## src/dgs_pkg.sv

```systemverilog
// Package: register map, field positions, reset values and timing of the gain/status bank
package dgs_pkg;

	// ----------------------------------------
	// Register addresses
	// ----------------------------------------
	localparam logic [4:0] ADDR_GAIN_STATUS = 5'h0A;
	localparam logic [4:0] ADDR_STORED_GAIN = 5'h1A;

	// ----------------------------------------
	// Field positions
	// ----------------------------------------
	localparam int GAIN_LSB = 8;
	localparam int POR_FLAG_BIT = 7;
	localparam int NVWA_BIT = 6;
	localparam int LOCK_BIT = 7;

	// ----------------------------------------
	// Reset values and encodings
	// ----------------------------------------
	localparam logic [1:0] VOL_GAIN_RST = 2'h0;
	localparam logic POR_FLAG_RST = 1'b1;
	localparam logic [1:0] NV_GAIN_RST = 2'h0;
	localparam logic [6:0] NV_ADDR_RST = 7'h30;
	localparam logic [1:0] REF_SEL_VDD = 2'h0;

	// ----------------------------------------
	// Timing
	// ----------------------------------------
	localparam int CLK_MHZ = 200;
	localparam int NV_WRITE_TIME_US = 5000;
	localparam int NV_WRITE_CYCLES = NV_WRITE_TIME_US * CLK_MHZ;
	localparam int CNT_W = 20;

	typedef enum logic [2:0]
	{
		ST_LOAD = 3'b001,
		ST_IDLE = 3'b010,
		ST_NVWR = 3'b100
	} dgs_state_e;

endpackage : dgs_pkg

```

## src/dgs_regs.sv

```systemverilog
// Module: gain, status and stored slave address registers of the converter
// Functional notes
// RULE1: Bit 8 selects double gain on channel 0 when set; resets to zero.
// RULE2: Bit 9 is channel 1 gain on dual parts, reads zero on single parts.
// RULE3: Reference select 00 forces unity gain regardless of the gain bit.
// RULE4: Bit 7 reset event flag sets on power-on or brown-out, holds until read.
// RULE5: Reading the gain and status register clears the reset event flag.
// RULE6: Bit 6 reads one while a nonvolatile write cycle runs.
// RULE7: During a nonvolatile write only volatile commands are accepted.
// RULE8: Unimplemented bits of the gain and status register read zero.
// RULE9: Register 0x1A stores gain bits kept across power cycles, same encoding.
// RULE10: Bits 6-0 of 0x1A hold the 7-bit bus slave address used for matching.
// RULE11: Bit 7 of 0x1A is read-only and mirrors the address lock configuration.
// RULE12: While locked, slave address changes are refused; unlock needs high voltage command.
// RULE13: With lock status zero, the stored slave address may be rewritten.
// RULE14: Reference select 00 means supply as unbuffered reference, buffer disabled.
// RULE15: After power-on or brown-out, volatile gains load from stored copies first.
module dgs_regs
	import dgs_pkg::*;
#(
	parameter bit DUAL_CH = 1'b1,
	parameter int unsigned NV_WRITE_CYC = dgs_pkg::NV_WRITE_CYCLES
)
(
	// Clock and reset
	input wire logic core_clk_i,
	input wire logic reset_n_i,
	// Supply events
	input wire logic por_event_i,
	// Register access from the serial interface
	input wire logic [4:0] reg_addr_i,
	input wire logic reg_wr_i,
	input wire logic reg_rd_i,
	input wire logic [15:0] reg_wdata_i,
	output logic [15:0] reg_rdata_o,
	output logic reg_ack_o,
	output logic reg_nack_o,
	// Configuration from neighbouring registers
	input wire logic [3:0] reference_select_i,
	input wire logic address_lock_config_i,
	input wire logic high_voltage_unlock_i,
	// Status and control outputs
	output logic [1:0] chan_gain_o,
	output logic [6:0] slave_address_bits_o,
	output logic nv_write_active_o,
	output logic address_lock_status_o,
	output logic ready_o
);
	import dgs_pkg::*;

	localparam logic [1:0] GAIN_MASK = DUAL_CH ? 2'h3 : 2'h1;
	localparam logic [CNT_W-1:0] NV_CNT_LOAD = NV_WRITE_CYC[CNT_W-1:0];

	// ----------------------------------------
	// Helpers
	// ----------------------------------------
	function automatic logic eff_gain(input logic [1:0] ref_sel, input logic gain_sel);
		// Supply reference is unbuffered and only allows unity gain
		eff_gain = (ref_sel == REF_SEL_VDD) ? 1'b0 : gain_sel; // RULE3 RULE14
	endfunction : eff_gain

	function automatic logic hits(input logic [4:0] addr, input logic [4:0] reg_addr);
		hits = (addr == reg_addr);
	endfunction : hits

	// ----------------------------------------
	// State
	// ----------------------------------------
	dgs_state_e state_q, state_d;
	logic [1:0] vol_gain_q, vol_gain_d;
	logic por_flag_q, por_flag_d;
	logic [1:0] nv_gain_q, nv_gain_d;
	logic [6:0] nv_addr_q, nv_addr_d;
	logic [CNT_W-1:0] cnt_q, cnt_d;
	logic [15:0] rdata_q, rdata_d;
	logic ack_q, ack_d;
	logic nack_q, nack_d;
	logic [1:0] gain_out_q, gain_out_d;
	logic nvwa_q, nvwa_d;
	logic lock_q;
	logic ready_q, ready_d;

	// ----------------------------------------
	// Next state
	// ----------------------------------------
	always_comb
	begin
		state_d = state_q;
		vol_gain_d = vol_gain_q;
		por_flag_d = por_flag_q;
		nv_gain_d = nv_gain_q;
		nv_addr_d = nv_addr_q;
		cnt_d = cnt_q;
		rdata_d = 16'h0000;
		ack_d = 1'b0;
		nack_d = 1'b0;
		case (state_q)
			ST_LOAD:
			begin
				vol_gain_d = nv_gain_q & GAIN_MASK; // RULE15 RULE9
				state_d = ST_IDLE;
			end
			ST_IDLE:
			begin
				cnt_d = cnt_q;
			end
			ST_NVWR:
			begin
				cnt_d = cnt_q - 1'b1;
				if (cnt_q <= 1)
				begin
					state_d = ST_IDLE;
				end
			end
			default:
			begin
				state_d = ST_LOAD;
			end
		endcase
		if (reg_rd_i || reg_wr_i)
		begin
			if (state_q == ST_LOAD)
			begin
				nack_d = 1'b1;
			end
			else if (hits(reg_addr_i, ADDR_GAIN_STATUS))
			begin
				ack_d = 1'b1;
				if (reg_wr_i)
				begin
					vol_gain_d = reg_wdata_i[GAIN_LSB +: 2] & GAIN_MASK; // RULE1 RULE2
				end
				if (reg_rd_i)
				begin
					// Unlisted bits stay zero
					rdata_d[GAIN_LSB +: 2] = vol_gain_q; // RULE8
					rdata_d[POR_FLAG_BIT] = por_flag_q;
					rdata_d[NVWA_BIT] = (state_q == ST_NVWR); // RULE6
					por_flag_d = 1'b0; // RULE5
				end
			end
			else if (hits(reg_addr_i, ADDR_STORED_GAIN))
			begin
				if (state_q == ST_NVWR)
				begin
					nack_d = 1'b1; // RULE7
				end
				else
				begin
					ack_d = 1'b1;
					if (reg_rd_i)
					begin
						rdata_d[GAIN_LSB +: 2] = nv_gain_q;
						rdata_d[LOCK_BIT] = lock_q; // RULE11
						rdata_d[6:0] = nv_addr_q; // RULE10
					end
					if (reg_wr_i)
					begin
						nv_gain_d = reg_wdata_i[GAIN_LSB +: 2] & GAIN_MASK; // RULE9
						if (!lock_q || high_voltage_unlock_i)
						begin
							nv_addr_d = reg_wdata_i[6:0]; // RULE12 RULE13
						end
						state_d = ST_NVWR;
						cnt_d = NV_CNT_LOAD;
					end
				end
			end
			else
			begin
				nack_d = 1'b1;
			end
		end
		// A new supply event wins over a read clear
		if (por_event_i)
		begin
			por_flag_d = 1'b1; // RULE4
			state_d = ST_LOAD;
		end
		gain_out_d[0] = eff_gain(reference_select_i[1:0], vol_gain_d[0]); // RULE3
		gain_out_d[1] = eff_gain(reference_select_i[3:2], vol_gain_d[1]) & DUAL_CH; // RULE2
		nvwa_d = (state_d == ST_NVWR); // RULE6
		ready_d = (state_d != ST_LOAD);
	end

	// ----------------------------------------
	// Registers
	// ----------------------------------------
	always_ff @(posedge core_clk_i)
	begin
		if (!reset_n_i)
		begin
			state_q <= ST_LOAD;
			vol_gain_q <= VOL_GAIN_RST;
			por_flag_q <= POR_FLAG_RST;
			nv_gain_q <= NV_GAIN_RST;
			nv_addr_q <= NV_ADDR_RST;
			cnt_q <= '0;
			rdata_q <= 16'h0000;
			ack_q <= 1'b0;
			nack_q <= 1'b0;
			gain_out_q <= 2'h0;
			nvwa_q <= 1'b0;
			lock_q <= 1'b0;
			ready_q <= 1'b0;
		end
		else
		begin
			state_q <= state_d;
			vol_gain_q <= vol_gain_d;
			por_flag_q <= por_flag_d;
			nv_gain_q <= nv_gain_d;
			nv_addr_q <= nv_addr_d;
			cnt_q <= cnt_d;
			rdata_q <= rdata_d;
			ack_q <= ack_d;
			nack_q <= nack_d;
			gain_out_q <= gain_out_d;
			nvwa_q <= nvwa_d;
			lock_q <= address_lock_config_i; // RULE11
			ready_q <= ready_d;
		end
	end

	assign reg_rdata_o = rdata_q;
	assign reg_ack_o = ack_q;
	assign reg_nack_o = nack_q;
	assign chan_gain_o = gain_out_q;
	assign slave_address_bits_o = nv_addr_q;
	assign nv_write_active_o = nvwa_q;
	assign address_lock_status_o = lock_q;
	assign ready_o = ready_q;
endmodule : dgs_regs

```

## config.mk

```make
export PLATFORM = sky130hd
export DESIGN_NAME = dgs_regs
export DESIGN_NICKNAME = d
export VERILOG_FILES = /design/src/dgs_pkg.sv /design/src/dgs_regs.sv
export SDC_FILE = /design/constraint.sdc
export NUM_CORES = 1
export LEC_CHECK = 0
export ABC_AREA = 1
export BUFFER_PORTS_ARGS = -buffer_cell sky130_fd_sc_hd__buf_2
export CAP_MARGIN = 25
export CORE_MARGIN = 4
export CORE_UTILIZATION = 52
export CTS_BUF_LIST = sky130_fd_sc_hd__clkbuf_4 sky130_fd_sc_hd__clkbuf_8 sky130_fd_sc_hd__clkbuf_16
export DETAILED_ROUTE_END_ITERATION = 8
export GPL_ROUTABILITY_DRIVEN = 0
export PLACE_DENSITY = 0.86
export RECOVER_POWER = 25
export SYNTH_ARGS = -nofsm -noshare
export SYNTH_HDL_FRONTEND = slang
export SYNTH_SLANG_ARGS = --single-unit
```

## constraint.sdc

```tcl
create_clock -name core_clk_i -period 1.7 [get_ports core_clk_i]
set_input_delay 0 -clock core_clk_i [delete_from_list [all_inputs] [get_ports core_clk_i]]
set_output_delay 0 -clock core_clk_i [all_outputs]
set_load 0.02 [all_outputs]
```

=== Word-level counts from Yosys, hierarchy flattened ===
Index checks and enable logic that the tools add are counted.

* Flip-flop bits (word level): 58
* Logic and storage cells: 79

* Add/sub/neg operators: 1
* Magnitude comparators: 1
* Eq/ne operators: 7
* Muxes and demuxes: 33
* Bitwise gates (word level): 7
* Reductions and logical operators: 14

{| class="wikitable"
|+ Operators by type and width
! kind !! number
|-
| 2-to-1 mux 20 bit || 7
|-
| 2-to-1 mux 10 bit || 3
|-
| 2-to-1 mux 3 bit || 8
|-
| <= comparator 20 x 1 -> 1 bit (second input constant) || 1
|-
| subtractor 20 x 1 -> 20 bit (second input constant) || 1
|-
| 2-to-1 mux 2 bit || 5
|-
| case mux 3 bit (3 select lines) || 1
|-
| 2-to-1 mux 4 bit || 2
|-
| 2-to-1 mux 1 bit || 7
|-
| inverter 1 bit || 7
|-
| AND reduction 7 bit || 1
|-
| OR reduction 7 bit || 1
|-
| equality test 3 bit (second input constant) || 2
|-
| AND reduction 6 bit || 1
|-
| OR reduction 2 bit || 3
|-
| equality test 5 x 4 -> 1 bit (second input constant) || 1
|-
| equality test 5 bit (second input constant) || 1
|-
| zero test 2 bit || 2
|-
| AND reduction 4 bit || 1
|-
| equality test 3 x 1 -> 1 bit (second input constant) || 1
|-
| equality test 3 x 2 -> 1 bit (second input constant) || 1
|-
| != test 3 x 1 -> 1 bit (second input constant) || 1
|-
| OR reduction 3 bit || 1
|-
| logical OR 1 bit || 2
|-
| other kinds (2) || 2
|}

=== Depth between registers and ports, before layout ===
* Word-level depth: 11
* Gate-level depth with buffers: 11
* Gate-level depth less buffers: 11

=== Worst setup path after synthesis ===
Ideal clock, no wire load.

* Path kind: register to register
* Start: register cnt_q[0]
* End: register cnt_q[8]
* Setup time: 0.115 ns
* Arrival time: 1.212 ns
* Setup slack: 0.373 ns
* Stages on the path, launching flop included: 10
* Buffers on the path: 0
* Clock period less this slack: 1.327 ns
* Cell sequence: dfxtp_1 inv_1 ha_1 inv_1 nor2_8 nand2_4 nor2_4 nand2_1 xor2_1 nor2_2

* Cells in the longest elaborated chain, start to end: 8

{| class="wikitable"
|+ RTL lines
! item !! RTL line !! RTL
|-
| from (decl) || dgs_regs.sv:74 || <nowiki>logic [CNT_W-1:0] cnt_q, cnt_d;</nowiki>
|-
| from (signal assigned) || dgs_regs.sv:214 || <nowiki>cnt_q <= cnt_d;</nowiki>
|-
| subtractor 20 x 1 -> 20 bit * || dgs_regs.sv:109 || <nowiki>cnt_d = cnt_q - 1'b1;</nowiki>
|-
| 2-to-1 mux 20 bit * || dgs_regs.sv:97 || <nowiki>case (state_q)</nowiki>
|-
| 2-to-1 mux 20 bit || dgs_regs.sv:157 || <nowiki>if (reg_wr_i)</nowiki>
|-
| 2-to-1 mux 20 bit || dgs_regs.sv:144 || <nowiki>if (state_q == ST_NVWR)</nowiki>
|-
| 2-to-1 mux 20 bit || dgs_regs.sv:142 || <nowiki>else if (hits(reg_addr_i, ADDR_STORED_GAIN))</nowiki>
|-
| 2-to-1 mux 20 bit || dgs_regs.sv:126 || <nowiki>else if (hits(reg_addr_i, ADDR_GAIN_STATUS))</nowiki>
|-
| 2-to-1 mux 20 bit || dgs_regs.sv:122 || <nowiki>if (state_q == ST_LOAD)</nowiki>
|-
| 2-to-1 mux 20 bit * || dgs_regs.sv:120 || <nowiki>if (reg_rd_i || reg_wr_i)</nowiki>
|}

Mark *: on every way between the ends. The rest lies on a longest branch, timed or not.
A chain may end at the register's enable or synchronous reset.

=== Worst setup path in the final report ===
Same ends and word-level chain as after synthesis.

==> impl_metrics.toml <==
[run_status]
outcome = "completed"

[critical_path]
startpoint_type = "register"
reg2reg_depth = 9
crit_fanout = 4
regToRegSetupSlack_ns = 0.18
critPathKind = "reg2reg"
r2r-start = "cnt_q[0]"
arrival_ns = 1.73
rr_endpoint = "cnt_q[8]"
cp.required_ns = 1.91
end_kind = "register"

[synthesis]
yosys.area.top_type = "dfxtp_1"
syn_inst = 341
syn_avg_cell_area_um2 = 7.13
yosysWarnings = 0
synth_area_leaders = "dfxtp_1, nand2_1, nor2_1, inv_1, nand3_1"
ys_seq_elements = 52
syn_area_um2 = 2430
yosys.cell_types.count = 33
yosysTopAreaCellShare = 0.428
ys_seq_area_frac = 0.428

[grt]
grt_pass1_vias = 2244
globalRouteMet2Util = 0.358
antenna_found_initial = 0
use_met1 = 0.242
use_met3 = 0.0437
grt_max_degree = 21
grt_usage = 0.206
grt-ovfl-total = 0
busiest_layer = "met2"
grt_pass1_wl_um = 9850

[clock_tree]
cts.repair.resized = 0
cts_made_buffers = 5
cts_buffer_depth = 2
cts_tree = "built"
cts.sinks = 52
hold_buffers = 16
htreeDepth = 2
cts.reportedPaths.clkPinSlew_ns = 0.10
clk_latency_ns = 0.32
post_cts_buffers = 0
root_buffer = "clkbuf_8"

[worst_hold_path]
min_from = "reg_addr_i[4]"
hp-class = "in2reg"
hold_depth = 4
holdPathEnd = "reg_rdata_o[6]"

[layout]
area_delta_synth_final_pct = 22.0
multiInputGateArea_um2 = 1140
nets = 444
drive_gt1_frac = 0.156
n_fill_cell = 377
num_antenna_cells = 0
seqCellArea_um2 = 1040

[drt]
drcViolationCount = 0
drtIter0Drc = 172
num_vias = 2351
first_pass_iters = 4
wirelength_um = 5800
ant_nets = 0
viasPerCell = 5.08
avgRoutedWirePerCell_um = 12.5

[power_and_ir_drop]
p_sw_frac = 0.235
power.total_mw = 2.35
vdd_drop_max_uv = 512
p_int_mw = 1.80
comb_power_share = 0.085
p_leak_nw = 1.45
sequentialPowerShare = 0.530
p_per_area_nw_per_um2 = 791
p_switching_mw = 0.551
p_clk_frac = 0.385

[sta]
clock_skew_ns = 0.00876
whs_ns = 0.0107
rsz0062_at_grt = "no"
maxSlewViolCount = 0
tns_ns = 0
period_needed_ns = 1.52
timing.final.setup_violations = 0
period_share = 0.893
hold_violations = 0
timing.fmax_ghz = 0.659

[die]
rows = 24
start_util = 0.547
die_area_um2 = 5840
ios = 62
die_w_um = 76.4
die_y_um = 76.4
core_um2 = 4440

[place]
portBuffers = 48
hpwl_um = 4000

[flow_run]
maxCapViolations = 0
-- per-layer routing --
| layer | vias up | routed length (µm) |
|---|---|---|
| li1 | 1181 | - |
| met1 | 1056 | 2410 |
| met2 | 101 | 2860 |
| met3 | 13 | 397 |
| met4 | 0 | 135 |
| met5 | - | 0 |
-- synthesized netlist by cell type (all sizes together) --
cell type	number
ha	2
conb	1
clkinv	1
nor2	75
o22ai	3
nand3	20
nor4	1
xor2	7
inv	51
nor3	6
clkbuf	2
a211oi	1
xnor2	1
nand3b	1
o21ai	10
or2	1
a31oi	1
nand2	74
buf	8
dfxtp	52
nand4	11
a21oi	12
-- stage by stage --
step                cell area [µm²]  setup WS (ns)  cells   util
global placement               2710          0.257    439  0.609
finish                         2970          0.183    463  0.668
floorplan                      2450          0.373    346      -
detailed placement             2710          0.204    439  0.609
CTS                            2990          0.177    463  0.673
global route                   2970         0.0223    463  0.668
-- power by group through the flow --
stage               registers [mW]  logic, mW  clock network [mW]
finish                        1.24      0.199               0.904
global route                  1.25      0.219               0.964
CTS                           1.24      0.197               0.906
detailed placement            1.27      0.167                   0
global placement              1.27      0.163                   0
floorplan                     1.28      0.104                   0
-- worst max path at each step --
stage,depth (start not counted),to,startpoint
global placement,9,cnt_q[8],cnt_q[0]
detailed placement,9,cnt_q[8],cnt_q[0]
finish,9,cnt_q[8],cnt_q[0]
CTS,9,cnt_q[8],cnt_q[0]
floorplan,9,cnt_q[8],cnt_q[0]
global route,9,cnt_q[8],cnt_q[0]
-- worst max-delay path, stage by stage (launching register included) --
cell and delay (ns):
dfxtp_1 0.34, inv_1 0.09, ha_1 0.23, inv_1 0.13
nor2_8 0.17, nand2_4 0.09, nor2_4 0.09, nand2_1 0.06
xor2_1 0.17, nor2_2 0.04
-- logic make-up after synthesis --
group / Yosys count / share of synthesized area
fa+ha+maj: 2 / 0.0103
compound gates: 27 / 0.0586
xor+xnor: 8 / 0.0288
flops: 52 / 0.428
simple gates: 189 / 0.362
buf+inv: 62 / 0.111
other cells: 1 / 0.00154
-- sequential cells by signal (all words and copies together), names as in the netlist --
signal,cells
nv_gain_q,2
reg_ack_o,1
state_q,3
nv_write_active_o,1
chan_gain_o,2
ready_o,1
vol_gain_q,2
cnt_q,20
address_lock_status_o,1
reg_rdata_o,10
reg_nack_o,1
por_flag_q,1
slave_address_bits_o,7
-- layout make-up --
class / instances / share of cell area
multi-input cells: 232 / 0.385
flip-flops and latches: 52 / 0.351
repair buffers: 67 / 0.135
inverters: 52 / 0.0666
clock buffers: 6 / 0.0278
well taps: 52 / 0.0219
clock inverters: 2 / 0.0131
-- cell usage in the layout (no fill, tap or decap), drive strengths merged --
cell and count:
a211oi 1, a21oi 12, a31oi 1, buf 33, bufinv 1, clkbuf 24
clkinv 2, conb 6, dfxtp 52, dlygate4sd3 16, ha 2, inv 51
nand2 74, nand3 20, nand3b 1, nand4 11, nor2 75, nor3 6
nor4 1, o21ai 10, o22ai 3, or2 1, xnor2 1, xor2 7
(Power assumes the default switching activity.)
